--- src/include/dscp_map_pkg.sv ---
/*
 * Shared constants and state encodings for the DiffServ priority table.
 * Assumes a 32-bit AXI4-Lite register bus and one switch clock.
 */
package dscp_map_pkg;

	// =====================================================================
	// Widths
	localparam int DATA_W   = 32;
	localparam int ADDR_W   = 10;
	localparam int IDX_W    = 8;
	localparam int REG_W    = 8;
	localparam int NUM_REGS = 16;
	localparam int FIELD_W  = 2;
	localparam int CODE_W   = 6;
	localparam int NUM_CODE = 64;
	localparam int TBL_W    = NUM_REGS * REG_W;
	localparam int CNT_W    = 16;
	localparam int IDX_LSB  = 2;

	// =====================================================================
	// Register indices; byte address is four times the index
	localparam logic [IDX_W-1:0] IDX_TBL_FIRST    = 8'h60;
	localparam logic [IDX_W-1:0] IDX_CODES_0C_0F  = 8'h63;
	localparam logic [IDX_W-1:0] IDX_CODES_10_13  = 8'h64;
	localparam logic [IDX_W-1:0] IDX_CODES_14_17  = 8'h65;
	localparam logic [IDX_W-1:0] IDX_CODES_18_1B  = 8'h66;
	localparam logic [IDX_W-1:0] IDX_CODES_1C_1F  = 8'h67;
	localparam logic [IDX_W-1:0] IDX_CODES_20_23  = 8'h68;
	localparam logic [IDX_W-1:0] IDX_CODES_24_27  = 8'h69;
	localparam logic [IDX_W-1:0] IDX_CODES_28_2B  = 8'h6A;
	localparam logic [IDX_W-1:0] IDX_TBL_LAST     = 8'h6F;
	localparam logic [IDX_W-1:0] IDX_CTRL         = 8'h80;
	localparam logic [IDX_W-1:0] IDX_STAT         = 8'h81;
	localparam logic [IDX_W-1:0] IDX_HITS         = 8'h82;

	// =====================================================================
	// Fields and reset values
	localparam logic [REG_W-1:0] TBL_RST       = 8'h00;
	localparam logic             CTRL_EN_RST   = 1'h0;
	localparam int               CTRL_EN_BIT   = 0;
	localparam int               STAT_PRIO_LSB = 0;
	localparam int               STAT_CODE_LSB = 2;
	localparam int               STAT_HIT_BIT  = 8;
	localparam int               STAT_VLD_BIT  = 9;
	localparam logic [1:0]       RESP_OKAY     = 2'h0;
	localparam logic [1:0]       RESP_SLVERR   = 2'h2;

	// =====================================================================
	// Bus state machines, one-hot
	typedef enum logic [1:0] {
		WR_IDLE = 2'h1,
		WR_RESP = 2'h2
	} wr_state_t;

	typedef enum logic [1:0] {
		RD_IDLE = 2'h1,
		RD_DATA = 2'h2
	} rd_state_t;

endpackage

--- src/include/prio_lookup_if.sv ---
/*
 * Carrier between the register bank and the table lookup.
 * Assumes both ends sit on the same switch clock.
 */
`timescale 1ns/100ps
interface prio_lookup_if;
	import dscp_map_pkg::*;

	logic [TBL_W-1:0]   table_bits;
	logic [REG_W-1:0]   tos;
	logic               frame_ip;
	logic               ds_en;
	logic [FIELD_W-1:0] alt_prio;
	logic [FIELD_W-1:0] prio;
	logic               use_tbl;

	// Register bank side
	modport bank (
		output table_bits,
		output tos,
		output frame_ip,
		output ds_en,
		output alt_prio,
		input  prio,
		input  use_tbl
	);

	// Lookup side
	modport lkp (
		input  table_bits,
		input  tos,
		input  frame_ip,
		input  ds_en,
		input  alt_prio,
		output prio,
		output use_tbl
	);
endinterface

--- src/logic/dscp_prio_lookup.sv ---
/*
 * Combinational DiffServ code to priority lookup.
 * Assumes the table and the frame fields arrive on the carrier; the
 * caller registers the result.
 */
`timescale 1ns/100ps
module dscp_prio_lookup
	import dscp_map_pkg::*;
(
	prio_lookup_if.lkp lk
);

	logic [CODE_W-1:0]  code;
	logic [FIELD_W-1:0] entry [NUM_CODE];

	// =====================================================================
	// Table unpacking
	// One field per code, lowest code in the lowest bits
	genvar i;
	generate
		for (i = 0; i < NUM_CODE; i++) begin : g_entry
			assign entry[i] = lk.table_bits[i*FIELD_W +: FIELD_W];
		end
	endgenerate

	// =====================================================================
	// Selection
	// Upper six bits of the TOS or traffic class byte
	assign code = lk.tos[REG_W-1:IDX_LSB];

	// Non-IP frames and disabled mode fall back to the other classifiers
	assign lk.use_tbl = lk.frame_ip & lk.ds_en;
	assign lk.prio    = lk.use_tbl ? entry[code] : lk.alt_prio;

endmodule

--- src/logic/dscp_prio_map.sv ---
/*
 * DiffServ priority table: sixteen 8-bit registers of four 2-bit
 * priority fields, an enable, a status word and a hit counter, reached
 * over AXI4-Lite, plus the registered priority answer to the classifier.
 * Assumes the classifier and the bus master run on CLK and that the
 * classifier presents one frame per TOS_VALID cycle.
 */
// Functional notes
// - Code is TOS byte bits seven to two
// - Selected field is priority; fields RW, reset zero
// - Four codes per register, ascending from bit zero
// - Codes 0C to 0E in low three fields
// - Index 64 holds codes 10 to 13
// - Index 65 holds codes 14 to 17
// - Index 66 holds codes 18 to 1B
// - Index 67 holds codes 1C to 1F
// - Index 68 holds codes 20 to 23
// - Index 69 holds codes 24 to 27
// - Index 6A holds codes 28 to 2B
// - 128 bits, 64 fully decoded entries
// - Codes 00 to 03 at index 60
// - Code 3F in top field of 6F
`timescale 1ns/100ps
module dscp_prio_map
	import dscp_map_pkg::*;
(
	input  wire logic                CLK,
	input  wire logic                RST,
	// AXI4-Lite slave
	input  wire logic [ADDR_W-1:0]   AWADDR,
	input  wire logic                AWVALID,
	output logic                     AWREADY,
	input  wire logic [DATA_W-1:0]   WDATA,
	input  wire logic [DATA_W/8-1:0] WSTRB,
	input  wire logic                WVALID,
	output logic                     WREADY,
	output logic [1:0]               BRESP,
	output logic                     BVALID,
	input  wire logic                BREADY,
	input  wire logic [ADDR_W-1:0]   ARADDR,
	input  wire logic                ARVALID,
	output logic                     ARREADY,
	output logic [DATA_W-1:0]        RDATA,
	output logic [1:0]               RRESP,
	output logic                     RVALID,
	input  wire logic                RREADY,
	// Classifier side
	input  wire logic                TOS_VALID,
	input  wire logic [REG_W-1:0]    TOS_BYTE,
	input  wire logic                FRAME_IS_IP,
	input  wire logic [FIELD_W-1:0]  ALT_PRIO,
	output logic                     PRIO_VALID,
	output logic [FIELD_W-1:0]       PRIO,
	output logic                     PRIO_FROM_TABLE
);

	// =====================================================================
	// State
	typedef struct packed {
		wr_state_t                       wr;
		rd_state_t                       rd;
		logic                            aw_got;
		logic                            w_got;
		logic [IDX_W-1:0]                aw_idx;
		logic [REG_W-1:0]                w_byte;
		logic                            w_lane;
		logic [1:0]                      bresp;
		logic [DATA_W-1:0]               rdata;
		logic [1:0]                      rresp;
		logic [NUM_REGS-1:0][REG_W-1:0]  tbl;
		logic                            ds_en;
		logic                            prio_valid;
		logic [FIELD_W-1:0]              prio;
		logic                            prio_tbl;
		logic                            last_vld;
		logic                            last_hit;
		logic [CODE_W-1:0]               last_code;
		logic [FIELD_W-1:0]              last_prio;
		logic [CNT_W-1:0]                hit_cnt;
	} state_t;

	state_t st_r;
	state_t st_nxt;

	logic [IDX_W-1:0]  ar_idx;
	logic [DATA_W-1:0] rd_word;
	logic              rd_ok;
	logic              wr_hit_clr;
	logic              hit_evt;

	prio_lookup_if lk ();

	// =====================================================================
	// Decoding helpers
	// Table window test, shared by the read and write paths
	function automatic logic is_tbl(input logic [IDX_W-1:0] idx);
		return (idx >= IDX_TBL_FIRST) && (idx <= IDX_TBL_LAST);
	endfunction

	// Table row from a bus index; row n carries codes 4n to 4n+3
	function automatic logic [3:0] tbl_row(input logic [IDX_W-1:0] idx);
		logic [IDX_W-1:0] d;
		d = idx - IDX_TBL_FIRST;
		return d[3:0];
	endfunction

	// Any index that answers OKAY
	function automatic logic is_mapped(input logic [IDX_W-1:0] idx);
		return is_tbl(idx) || (idx == IDX_CTRL) || (idx == IDX_STAT) ||
			(idx == IDX_HITS);
	endfunction

	// =====================================================================
	// Lookup hookup
	// Packed rows flatten so that code 0 lands in bits 1-0
	assign lk.table_bits = st_r.tbl;
	assign lk.tos        = TOS_BYTE;
	assign lk.frame_ip   = FRAME_IS_IP;
	assign lk.ds_en      = st_r.ds_en;
	assign lk.alt_prio   = ALT_PRIO;

	dscp_prio_lookup u_lookup (
		.lk (lk.lkp)
	);

	// =====================================================================
	// Bus handshakes
	// Address and data are taken independently, one of each per write
	assign AWREADY = (st_r.wr == WR_IDLE) && !st_r.aw_got;
	assign WREADY  = (st_r.wr == WR_IDLE) && !st_r.w_got;
	assign BVALID  = (st_r.wr == WR_RESP);
	assign BRESP   = st_r.bresp;
	assign ARREADY = (st_r.rd == RD_IDLE);
	assign RVALID  = (st_r.rd == RD_DATA);
	assign RDATA   = st_r.rdata;
	assign RRESP   = st_r.rresp;

	// Classifier answer, one cycle after TOS_VALID
	assign PRIO_VALID      = st_r.prio_valid;
	assign PRIO            = st_r.prio;
	assign PRIO_FROM_TABLE = st_r.prio_tbl;

	assign ar_idx = ARADDR[ADDR_W-1:IDX_LSB];

	// =====================================================================
	// Read word assembly
	// Unused bits read zero; unmapped indices read zero with SLVERR
	always_comb begin
		rd_word = '0;
		rd_ok   = is_mapped(ar_idx);
		if (is_tbl(ar_idx)) begin
			rd_word[REG_W-1:0] = st_r.tbl[tbl_row(ar_idx)];
		end else if (ar_idx == IDX_CTRL) begin
			rd_word[CTRL_EN_BIT] = st_r.ds_en;
		end else if (ar_idx == IDX_STAT) begin
			rd_word[STAT_PRIO_LSB +: FIELD_W] = st_r.last_prio;
			rd_word[STAT_CODE_LSB +: CODE_W]  = st_r.last_code;
			rd_word[STAT_HIT_BIT]             = st_r.last_hit;
			rd_word[STAT_VLD_BIT]             = st_r.last_vld;
		end else if (ar_idx == IDX_HITS) begin
			rd_word[CNT_W-1:0] = st_r.hit_cnt;
		end
	end

	// =====================================================================
	// Next state
	always_comb begin
		st_nxt     = st_r;
		wr_hit_clr = 1'b0;
		hit_evt    = TOS_VALID && lk.use_tbl;

		// Write path: capture address and data in either order
		case (st_r.wr)
			WR_IDLE: begin
				if (AWVALID && AWREADY) begin
					st_nxt.aw_got = 1'b1;
					st_nxt.aw_idx = AWADDR[ADDR_W-1:IDX_LSB];
				end
				if (WVALID && WREADY) begin
					st_nxt.w_got  = 1'b1;
					st_nxt.w_byte = WDATA[REG_W-1:0];
					st_nxt.w_lane = WSTRB[0];
				end
				// Commit one cycle after both halves are held
				if (st_r.aw_got && st_r.w_got) begin
					st_nxt.aw_got = 1'b0;
					st_nxt.w_got  = 1'b0;
					st_nxt.wr     = WR_RESP;
					st_nxt.bresp  = is_mapped(st_r.aw_idx) ? RESP_OKAY : RESP_SLVERR;
					// Only byte lane 0 carries register bits
					if (st_r.w_lane) begin
						if (is_tbl(st_r.aw_idx)) begin
							st_nxt.tbl[tbl_row(st_r.aw_idx)] = st_r.w_byte;
						end else if (st_r.aw_idx == IDX_CTRL) begin
							st_nxt.ds_en = st_r.w_byte[CTRL_EN_BIT];
						end
					end
					// Any write to the hit counter clears it
					if (st_r.aw_idx == IDX_HITS) begin
						wr_hit_clr = 1'b1;
					end
				end
			end
			WR_RESP: begin
				if (BREADY) begin
					st_nxt.wr = WR_IDLE;
				end
			end
			default: begin
				st_nxt.wr     = WR_IDLE;
				st_nxt.aw_got = 1'b0;
				st_nxt.w_got  = 1'b0;
			end
		endcase

		// Read path: data is sampled when the address is taken
		case (st_r.rd)
			RD_IDLE: begin
				if (ARVALID) begin
					st_nxt.rd    = RD_DATA;
					st_nxt.rdata = rd_word;
					st_nxt.rresp = rd_ok ? RESP_OKAY : RESP_SLVERR;
				end
			end
			RD_DATA: begin
				if (RREADY) begin
					st_nxt.rd = RD_IDLE;
				end
			end
			default: begin
				st_nxt.rd = RD_IDLE;
			end
		endcase

		// Classifier answer; value holds between frames
		st_nxt.prio_valid = TOS_VALID;
		if (TOS_VALID) begin
			st_nxt.prio     = lk.prio;
			st_nxt.prio_tbl = lk.use_tbl;
			// Status snapshot of the latest frame
			st_nxt.last_vld  = 1'b1;
			st_nxt.last_hit  = lk.use_tbl;
			st_nxt.last_code = TOS_BYTE[REG_W-1:IDX_LSB];
			st_nxt.last_prio = lk.prio;
		end

		// A hit in the clearing cycle still counts, so it is not lost
		if (wr_hit_clr) begin
			st_nxt.hit_cnt = hit_evt ? {{(CNT_W-1){1'b0}}, 1'b1} : '0;
		end else if (hit_evt) begin
			st_nxt.hit_cnt = st_r.hit_cnt + {{(CNT_W-1){1'b0}}, 1'b1};
		end
	end

	// =====================================================================
	// State register
	// Synchronous reset: table fields and the enable return to defaults
	always_ff @(posedge CLK) begin
		if (RST) begin
			st_r       <= '0;
			st_r.wr    <= WR_IDLE;
			st_r.rd    <= RD_IDLE;
			st_r.tbl   <= {NUM_REGS{TBL_RST}};
			st_r.ds_en <= CTRL_EN_RST;
			st_r.bresp <= RESP_OKAY;
			st_r.rresp <= RESP_OKAY;
		end else begin
			st_r <= st_nxt;
		end
	end

endmodule

--- config.mk ---
export PLATFORM = sky130hd
export DESIGN_NAME = dscp_prio_map
export DESIGN_NICKNAME = d
export VERILOG_FILES = /design/src/include/dscp_map_pkg.sv /design/src/include/prio_lookup_if.sv /design/src/logic/dscp_prio_lookup.sv /design/src/logic/dscp_prio_map.sv
export SDC_FILE = /design/constraint.sdc
export NUM_CORES = 1
export LEC_CHECK = 0
export BUFFER_PORTS_ARGS = -buffer_cell sky130_fd_sc_hd__buf_2
export CORE_MARGIN = 3
export CORE_UTILIZATION = 43
export DETAILED_ROUTE_END_ITERATION = 6
export HOLD_SLACK_MARGIN = 0.08
export SLEW_MARGIN = 20
export SYNTH_ARGS = -nofsm -noshare
export SYNTH_HDL_FRONTEND = slang
export SYNTH_SLANG_ARGS = --single-unit
--- constraint.sdc ---
create_clock -name CLK -period 2.5 [get_ports CLK]
set_input_delay 0.125 -clock CLK [delete_from_list [all_inputs] [get_ports CLK]]
set_output_delay 0.125 -clock CLK [all_outputs]
set_load 0.005 [all_outputs]
### After elaboration in Yosys (flattened, before gate mapping)

Cells that the tools add are included.

| word-level totals | value |
|---|---|
| register bits after elaboration | 199 |
| input port bits | 75 |
| output and inout port bits | 45 |
| logic and storage cells | 126 |

| cells by class | value |
|---|---|
| $add $sub $neg | 3 |
| order comparisons | 8 |
| equal/unequal tests | 16 |
| muxes and demuxes | 34 |
| bitwise operators | 4 |
| reductions and logical operators | 28 |

Operators by type and width:

| operator | count |
|---|---|
| $bwmux 128 | 1 |
| $eq 8x8->1 const B | 6 |
| $mux 16 | 3 |
| $bmux 8 s4 | 1 |
| $demux 8 s4 | 1 |
| $mux 8 | 4 |
| $mux 2 | 10 |
| $add 16x1->16 const B | 1 |
| $ge 8x7->1 const B | 2 |
| $le 8x7->1 const B | 2 |
| $reduce_and 2->1 | 8 |
| $mux 15 | 1 |
| $bmux 2 s6 | 1 |
| $pmux 2 s2 | 3 |
| $lt 4x5->1 const B | 2 |
| $mux 10 | 1 |
| $logic_and 1x1->1 | 9 |
| $sub 4x1->4 const B | 2 |
| $ge 7x7->1 const B | 1 |
| $mux 1 | 7 |
| $not 6->7 | 1 |
| $logic_or 1x1->1 | 6 |
| $mux 6 | 1 |
| $ne 2x1->1 const B | 3 |
| 11 further kinds | 16 |

### Longest topological paths before layout

Gate-level depths: netlist of run 1.

| depth | value |
|---|---|
| depth after elaboration | 6 |
| gate-level depth with buffers | 8 |
| mapped depth without buffers | 6 |

### By module

From an unflattened synthesis of run 1, not the netlist that was laid out.

| second synthesis, totals | value |
|---|---|
| cell total of the unflattened synthesis | 1025 |
| area, all modules | 10264.8 µm² |

By module, submodules not included:

| module | instances | cells an instance | area each (µm²) | sequential area each (µm²) |
|---|---|---|---|---|
| dscp_prio_map | 1 | 915 | 9068.7 | 3943.8 |
| dscp_prio_lookup | 1 | 110 | 1196.1 | 0.0 |

### Worst setup path before layout of run 1

Ideal clock, no wire load.

| path | value |
|---|---|
| path type | input port to flip-flop |
| start point | in ARADDR[3] |
| end point | reg st_r, in the netlist RDATA[0] |
| library setup time | 0.128 ns |
| arrival | 1.696 ns |
| setup slack | 0.676 ns |
| stages on the path | 7 |
| path buffers | 2 |
| cells stage by stage | buf_2 > clkbuf_1 > mux4_2 > mux4_2 > nor2b_1 > o22ai_1 > nor2_1 |

| between the ends | value |
|---|---|
| word-level cells in the longest chain between the ends | 5 |

Ends and longest elaborated chain:

| item | line | text |
|---|---|---|
| from (decl) | dscp_prio_map.sv:40 | `input wire logic [ADDR_W-1:0] ARADDR,` |
| parallel branches: the longest is 4 deep, another holds $sub 4x1->4 | - |  |
| $mux 8 (*) | dscp_prio_map.sv:151 | `if (is_tbl(ar_idx)) begin` |
| to (signal assigned) | dscp_prio_map.sv:268 | `st_r <= st_nxt;` |
| to (decl) | dscp_prio_map.sv:82 | `state_t st_r;` |

Every way passes the cells marked *. The select of a mux whose other input is x is not followed.
A chain may end at the register's enable or synchronous reset.

### Worst setup path after layout of run 1

| path | value |
|---|---|
| start point | reg st_r[216] (netlist bit) |
| end point | reg st_r, in the netlist lk.table_bits[59] |

| between the ends | value |
|---|---|
| word-level cells in the longest chain between the ends | 2 |

Ends and longest elaborated chain:

| item | line | text |
|---|---|---|
| $eq 2x1->1 | dscp_prio_map.sv:173 | `case (st_r.wr)` |
| $reduce_and 4->1 (no line) | - |  |

Every way passes these cells.

==> results of run 1 <==
[power groups by stage]
stage          clock [mW]  combinational, mW  sequential, mW
6_report             2.93              0.506            3.27
4_1_cts              2.96              0.504            3.27
3_5_place_dp            0              0.480            3.34
5_1_grt              3.09              0.551            3.28
2_1_floorplan           0              0.409            3.27
3_3_place_gp            0              0.478            3.34
[state kept, by name, indices dropped and copies added, names as in the netlist]
signal,cells
RDATA,16
PRIO_VALID,1
st_r,49
BRESP,1
RRESP,1
lk.table_bits,128
lk.ds_en,1
[cells in the mapped netlist (2+ instances only)]
cell      instances
and2_1            4
nand2b_1          9
buf_8             2
buf_2            15
nor2b_1          12
xnor2_1           4
a22oi_1          19
nor3_4            4
nand3_1           8
nand4_1           8
nand3b_1          5
buf_1             9
mux4_1           22
a211oi_1          7
mux2i_1          52
o221ai_1          6
nand2_2           2
mux4_2           46
dfxtp_1         197
and3_1            2
o21ai_0         109
nor2_1           95
inv_1            13
nor3b_1           2
o22ai_1           2
nand4b_1          2
nand2_1         151
clkbuf_1         62
nor3_1            6
or3_1             5
xor2_1            6
buf_6             5
a21oi_1         133
buf_4            40
o21ai_1           7
[per-layer routing]
| metal | routed length (um) | track usage [%] | part of all wire (%) | vias up |
|---|---|---|---|---|
| met1 | 12200 | 28.5 | 44 | 4012 |
| met2 | 13500 | 37.0 | 49 | 268 |
| met3 | 1530 | 4.30 | 5.5 | 32 |
| li1 | - | - | - | 3922 |
| met4 | 462 | 5.45 | 1.7 | 0 |
| met5 | 0 | 0 | 0 | - |
[metrics by stage]
step	util [%]	total power, mW	setup slack [ns]	hold slack (ns)	instances
global route	49.8	6.92	0.0318	0.114	1453
detailed placement	46.2	3.82	0.237	0.373	1402
floorplan	-	3.68	0.676	0.261	1110
global placement	46.2	3.82	0.249	0.370	1402
CTS	49.8	6.74	0.176	0.0918	1453
finish	49.8	6.71	0.218	0.0998	1453
[cell type report]
cell class              count  area (sq um)
fillers                  2090         11400
multi-input cells         767          5390
clock buffers              21           450
well taps                 313           392
flip-flops and latches    197          3940
repair buffers            131           951
inverters                  13          48.8
clock inverters            11           174
[what timing repair did]
| action | CTS | global route |
|---|---|---|
| hold endpoints to repair | 21 | 0 |
| setup endpoints to repair | 0 | 0 |
| hold buffers | 19 | 0 |
[path summary, 6_finish.rpt]
kind,end,cells after the start,startpoint
hold / removal,lk.table_bits[16],2,RST
hold reg to reg,st_r[208],2,st_r[208]
setup reg to reg,lk.table_bits[59],7,st_r[216]
setup / recovery,lk.table_bits[59],7,st_r[216]
[kinds of logic after synthesis]
group	Yosys count
AO/OA/AOI/OAI	293
flip-flops	197
adder cells (fa/ha/maj)	1
AND/OR/NAND/NOR	324
buffers and inverters	146
multiplexers	121
XOR/XNOR	10
other	1
==> run metrics, run 1 <==
Post-Route WL=27,700 um; Vias/cell=approximately 5.7; TNS Setup=0 ns; largest net degree at the start of global routing=around 110; Die H=approximately 160 um; Routed WL per cell=approximately 19 um; status=finished, final reports clean; initial antenna violation count=0; die area=about 25,000 sq um; Yosys reg bits=197; CTS Buf Count=17; post-synth top area share=between 30% and 40%; launching element type of the critical path=register; number of max-cap violations=0; GRT overflow=0; post-synthesis cell count=between 1,000 and 1,500; Hold Crit Class=in2reg; Final Cell Area=11,300 sq um; top_reg_cell synth=dfxtp_1; CP required=between 2 and 3 ns; Final Cycle Share=about nine tenths; dpl hpwl=18,800 um; GP Congestion=0.806; Area Overhead vs Synth=13.0%; Final Net Count=around 1,200; GRT Overall Usage=around 22%; # rows=55; Sw Pwr=roughly 1.6 mW; Period minus WS final=2.28 ns; CTS Sinks=~200; final hold violations=0; clock power share=43.7%; proportion of synthesized area in mux cells=21.4%; largest family of logic cells by synthesized area=multiplexers; first-pass GRT wire length=~44,000 um; post-synthesis cell type count=57; fraction of registers with async set/reset=0%; Ys Warns=0; slowest CP cell=nor2_1; Antenna Cells=0; DR iter-0 viols=approximately 700; Initial Utilization=between 40 and 50%; simple-gate area share of the yosys netlist=between 10% and 20%; htree depth=4; clk_lat worst skew=approximately 0.43 ns; EDFF count, synth=0; R2R setup slack=about 0.22 ns; Top delay family on crit path=simple AND/OR/NAND/NOR gates; CTS tree=yes; leak pwr=about 4.0 nW; detailed-route DRC error count=0; most common cell after layout, fill and taps aside=dfxtp_1; Gate power share=approximately 7.5%; switch share=about 24%; Compound-Gate Fraction of Synth Area=~16%; die width=~160 um; slowest stage delay, CP=around 0.48 ns; actual slew at the worst max-slew pin=between 0.9 and 1 ns; Critical Path AT=roughly 2.7 ns; Final setup violation count=0; Placed Area=~11,000 sq um; via count=roughly 8,200; commonest non-fill, non-tap cells in the layout=dfxtp_1 (197), nand2_1 (151), a21oi_1 (133), o21ai_0 (109), nor2_1 (95); Synth Area in Adders=less than 1%; Post-CTS Repair Setup Buffers=0; share of layout cells above drive strength 1=approximately 17%; peak supply drop=around 0.00047 V; core area=between 20,000 and 25,000 sq um; Power Density=between 500 and 600 nW/um^2; CTS Buffer Depth=2; CP Max Fanout=11; Crit Path Category=reg2reg; RSZ-0062 raised after global routing=false; buffer and inverter count on the worst path=1; CTS clock-pin slew for the worst setup and hold paths=~0.070 ns; clock tree root driver cell=clkbuf_16; max_slew headroom=between 30% and 40%; I/O Pins=120; TritonRoute pass-1 iters=5; PortBufs=68; Antenna Violating Nets Remaining=0; fmax=~440 MHz; Synth Area per Inst=between 9 and 10 sq um; vias in the first global route=~7,900; fin. max-slew vios=0; Max Clock Skew=about 0.0076 ns; CP Capture Type=register; synthesized area=roughly 10,000 sq um; Synth area leaders=dfxtp_1 (39%), mux4_2 (10%), a21oi_1 (6.6%), mux4_1 (5.8%), nand2_1 (5.6%); P_int=5.09 mW; xor/xnor share of the synthesized area=less than 1%; post-synth top area cell=dfxtp_1; critical path, cell by cell=and4b_1 -> and3_1 -> nand3_2 -> nor2_1 -> buf_4 -> nand2_1 -> a21oi_1; Flop pwr share=roughly 50%; CTS resizes=0; sequential share of the synthesized area=39.3%
Note: power is estimated with default switching activity, not from simulation.
==> run 2: changes to the inputs <==
Settings changed: CORE_MARGIN 3 to unset, REMOVE_ABC_BUFFERS set to 1.
==> run metrics, run 2 (synthesis results as in run 1) <==
clock tree root driver cell=clkbuf_16; core area=22,800 sq um; Critical Path AT=2.44 ns; most common cell after layout, fill and taps aside=dfxtp_1; first-pass GRT wire length=between 40,000 and 50,000 um; Final Cell Area=11,300 sq um; vias in the first global route=roughly 7,800; Post-CTS Repair Setup Buffers=0; peak supply drop=0.000407 V; CTS Sinks=roughly 200; fmax=~470 MHz; launching element type of the critical path=register; CTS resizes=0; GRT overflow=0; GP Congestion=between 0.8 and 0.9; RSZ-0062 raised after global routing=false; leak pwr=4.01 nW; Post-Route WL=approximately 28,000 um; largest net degree at the start of global routing=140; Initial Utilization=approximately 44%; CTS tree=yes; TNS Setup=0 ns; I/O Pins=120; final core utilization=a little under 50%; Antenna Cells=0; CP Capture Type=register; CP Max Fanout=11; CTS Buffer Depth=2; Final WS setup=between 0.3 and 0.4 ns; actual slew at the worst max-slew pin=0.970 ns; share of layout cells above drive strength 1=between 15 and 20%; Final Cycle Share=between 80% and 90%; slowest stage delay, CP=between 0.3 and 0.4 ns; CTS clock-pin slew for the worst setup and hold paths=roughly 0.080 ns; slowest CP cell=dfxtp_1; worst hold slack=0.0884 ns; critical path, cell by cell=and4b_1 -> and3_1 -> nand3_2 -> nor3_4 -> buf_4 -> mux2i_1 -> nor2_1; die width=155 um; htree depth=4; Tot Pwr=~6.5 mW; clk_lat worst skew=about 0.44 ns; Power Density=slightly below 600 nW/um^2; commonest non-fill, non-tap cells in the layout=dfxtp_1 (197), nand2_1 (151), a21oi_1 (133), o21ai_0 (109), nor2_1 (95); Max Clock Skew=approximately 0.011 ns; via count=just over 8,000; CTS Buf Count=17; TritonRoute pass-1 iters=5; final hold violations=0; Crit Path Category=reg2reg; Period minus WS final=~2.1 ns; detailed-route DRC error count=0; Routed WL per cell=roughly 19 um; Hold Crit Class=in2reg; Antenna Violating Nets Remaining=0; Area Overhead vs Synth=12.6%; # rows=55; Vias/cell=5.71; Layout Cells excl Fill=1,456; fin. max-slew vios=0; dpl hpwl=approximately 18,000 um; initial antenna violation count=0; DR iter-0 viols=~650; status=finished, final reports clean; Placed Area=between 10,000 and 15,000 sq um; worst slack, placed=between 0.3 and 0.4 ns; max_slew headroom=between 30% and 40%; Die H=~150 um; max reg flops=128; CP required=~2.8 ns; PortBufs=68; number of max-cap violations=0; GRT Overall Usage=24.0%; Final setup violation count=0; Inst Count DP=about 1,400; Final Net Count=roughly 1,200; die area=approximately 24,000 sq um
==> run 2: cell types whose count changed in the layout (fill, tap and decap cells not counted), moves of 3 or more <==
| cell | previous run | this run |
|---|---|---|
| bufinv_16 | 4 | 1 |
| buf_4 | 38 | 41 |
| clkbuf_1 | 3 | 0 |
| inv_8 | 0 | 5 |
==> run 2: final timing paths <==
kind	to	startpoint	depth (start not counted)	slack [ns]
max	lk.table_bits[31]	st_r[213]	7	0.37
min	st_r[16]	ALT_PRIO[0]	3	0.09
max reg2reg	lk.table_bits[31]	st_r[213]	7	0.37
min reg2reg	st_r[208]	st_r[208]	2	0.48
==> run 2: timing repair <==
| action | CTS | global route |
|---|---|---|
| endpoints found under the hold margin | 60 | 0 |
| endpoints found under the setup margin | 0 | 0 |
| hold buffers | 20 | 0 |
==> run 2: area by class of cell <==
type	instances	area (sq um)
fillers	2119	11500
flip-flops and latches	197	3940
well taps	313	392
multi-input cells	767	5390
inverters	13	48.8
repair buffers	134	955
clock buffers	17	425
clock inverters	15	163
==> run 2: layer usage <==
layer  up-vias  global-route usage [%]  share of wire, %
li1       3931                       -                 -
met1      4037                    30.5                43
met2       279                    40.1                48
met3        60                    4.90               5.6
met4         0                    9.05               3.1
met5         -                       0                 0
==> run 2: where the power goes <==
group	leakage (nW)	total [mW]	switching, mW	internal [mW]
registers	1.59	3.28	0.0934	3.18
logic	2.13	0.497	0.298	0.199
clock network	0.284	2.77	1.35	1.43
total	4.01	6.55	1.74	4.81
==> run 2: worst max-delay path, delay by kind of cell (launching register included) <==
family                 cells  cell delay (ns)
and+or+nand+nor            5             1.18
buffers and inverters      1             0.23
DFF                        1             0.37
muxes                      1             0.21
==> run 3: changes to the inputs <==
Settings changed: CORE_UTILIZATION 43 to 33.
==> run metrics, run 3 (synthesis results as in run 1) <==
status=finished, final reports clean; CTS tree=yes; Antenna Cells=0; Crit Path Category=reg2reg; slowest stage delay, CP=around 0.38 ns; register area=between 3000 and 4000 sq um; PortBufs=68; via count=approximately 8,300; clock power share=between 40% and 50%; Inst Count DP=between 1,000 and 1,500; buffer and inverter count on the worst path=2; R2R Path Start=st_r[216]; CP Capture Type=register; slowest CP cell=dfxtp_1; actual slew at the worst max-slew pin=slightly below 1 ns; most common cell after layout, fill and taps aside=dfxtp_1; launching element type of the critical path=register; reg2reg end=lk.table_bits[91]; Final setup violation count=0; Critical Path AT=2.60 ns; GP Congestion=about 0.85; I/O Pins=120; Period minus WS final=between 2 and 2.5 ns; # hold bufs at CTS=20; CTS resizes=0; Gate power share=between 7 and 8%; Post-Route WL=around 29,000 um; first-pass GRT wire length=~45,000 um; R2R setup slack=around 0.27 ns; clk_lat worst skew=~0.44 ns; Power Density=~580 nW/um^2; fillers=2,982; CP startpoint=st_r[216]; TNS Setup=0 ns; Layout Cells excl Fill=around 1,500; end of the critical path=lk.table_bits[91]; detailed-route DRC error count=0; Top delay family on crit path=simple AND/OR/NAND/NOR gates; dpl hpwl=~19,000 um; Flop pwr share=between 40% and 50%; GRT Overall Usage=a little under a fifth; CTS Buf Count=17; Final Cycle Share=about nine tenths; Post-CTS Repair Setup Buffers=0; CTS clock-pin slew for the worst setup and hold paths=about 0.080 ns; Sw Pwr=1.68 mW; number of max-cap violations=0; Vias/cell=approximately 5.4; share of layout cells above drive strength 1=17.7%; Multi-input gate area=between 5000 and 6000 sq um; P_int=around 5 mW; most used cell, CP=buf_4; final hold violations=0; Antenna Violating Nets Remaining=0; vias in the first global route=around 8,000; core area=roughly 30,000 sq um; leak pwr=between 4 and 5 nW; DR iter-0 viols=between 700 and 800; RSZ-0062 raised after global routing=false; max reg flops=128; Die H=176 um; CP Max Fanout=13; max_slew headroom=about 34%; Area Overhead vs Synth=14.1%; htree depth=4; Routed WL per cell=roughly 19 um; r2r worst-path depth=8; largest net degree at the start of global routing=around 90; CTS Buffer Depth=2; clock tree root driver cell=clkbuf_16; CP required=around 2.9 ns; Final Net Count=between 1,000 and 1,500; peak supply drop=between 0.0005 and 0.0006 V; Crit. path cell count=8; TritonRoute pass-1 iters=6; fmax=between 400 and 500 MHz; die width=~180 um; final core utilization=between 30% and 40%; CTS Sinks=between 150 and 200; Initial Utilization=between 30% and 40%; Hold Crit Class=in2reg; commonest non-fill, non-tap cells in the layout=dfxtp_1 (197), nand2_1 (151), a21oi_1 (133), o21ai_0 (109), nor2_1 (95); switch share=between 20 and 30%; Max Clock Skew=about 0.012 ns; GRT overflow=0; # rows=63; fin. max-slew vios=0; critical path, cell by cell=and4b_1 -> and3_1 -> nand3_2 -> buf_4 -> nor2_1 -> buf_4 -> nand2_1 -> a21oi_1; die area=between 30,000 and 40,000 sq um; initial antenna violation count=0
==> run 3: changes by cell type in the layout (fill, tap and decap cells not counted) <==
cell        change
buf_12          +1
clkinv_2        +2
clkinvlp_4      +1
inv_6           -1
bufinv_16       +2
clkinv_4        -3
inv_8           -3
clkbuf_8        +1
clkbuf_1        +1
==> run 3: metal layers <==
layer  share of wire, %  wire length (um)  track usage, %  up-vias
met2                 46             13300            30.5      285
met4                1.8               524            4.67        0
met5                  0                 0               0        -
met1                 46             13200            26.0     4031
li1                   -                 -               -     3939
met3                5.8              1670            3.88       40
==> run 3: final cells by class <==
type                       instances  share of cell area (%)
clock buffer                      19                    3.87
multi-input combinational        767                    47.0
tap                              390                    4.26
clock inverter                    13                    1.50
timing repair buffer             135                    8.51
sequential                       197                    34.4
inverter                          13                   0.426
==> run 3: metrics by stage <==
stage | power, mW | instance area, sq um | hold WS, ns | setup WS, ns
final | 6.69 | 11500 | 0.117 | 0.266
after detailed placement | 3.84 | 10600 | 0.373 | 0.207
after global routing | 6.92 | 11500 | 0.103 | 0.116
after CTS | 6.74 | 11500 | 0.101 | 0.258
after global placement | 3.83 | 10600 | 0.373 | 0.213
after floorplan | 3.51 | 9380 | 0.194 | 0.530
==> run 3: worst min path at each step <==
stage	startpoint	endpoint	cells past startpoint
floorplan	RST	lk.table_bits[100]	1
global placement	WDATA[1]	st_r[197]	3
detailed placement	WDATA[0]	st_r[196]	3
CTS	TOS_BYTE[7]	st_r[23]	3
global route	TOS_BYTE[7]	st_r[23]	3
finish	TOS_BYTE[7]	st_r[23]	3
==> run 3: worst register-to-register path, cell delays in order (launching register included) <==
cell and delay, ns:
dfxtp_1 0.38, and4b_1 0.26, and3_1 0.31, nand3_2 0.29
buf_4 0.32, nor2_1 0.20, buf_4 0.20, nand2_1 0.06
a21oi_1 0.15
==> run 3: power by group through the flow <==
| stage | sequential (mW) | clock, mW | combinational (mW) |
|---|---|---|---|
| after global routing | 3.29 | 3.08 | 0.549 |
| final | 3.28 | 2.90 | 0.504 |
| after CTS | 3.28 | 2.95 | 0.505 |
| after global placement | 3.36 | 0 | 0.475 |
| after detailed placement | 3.36 | 0 | 0.479 |
| after floorplan | 3.31 | 0 | 0.198 |
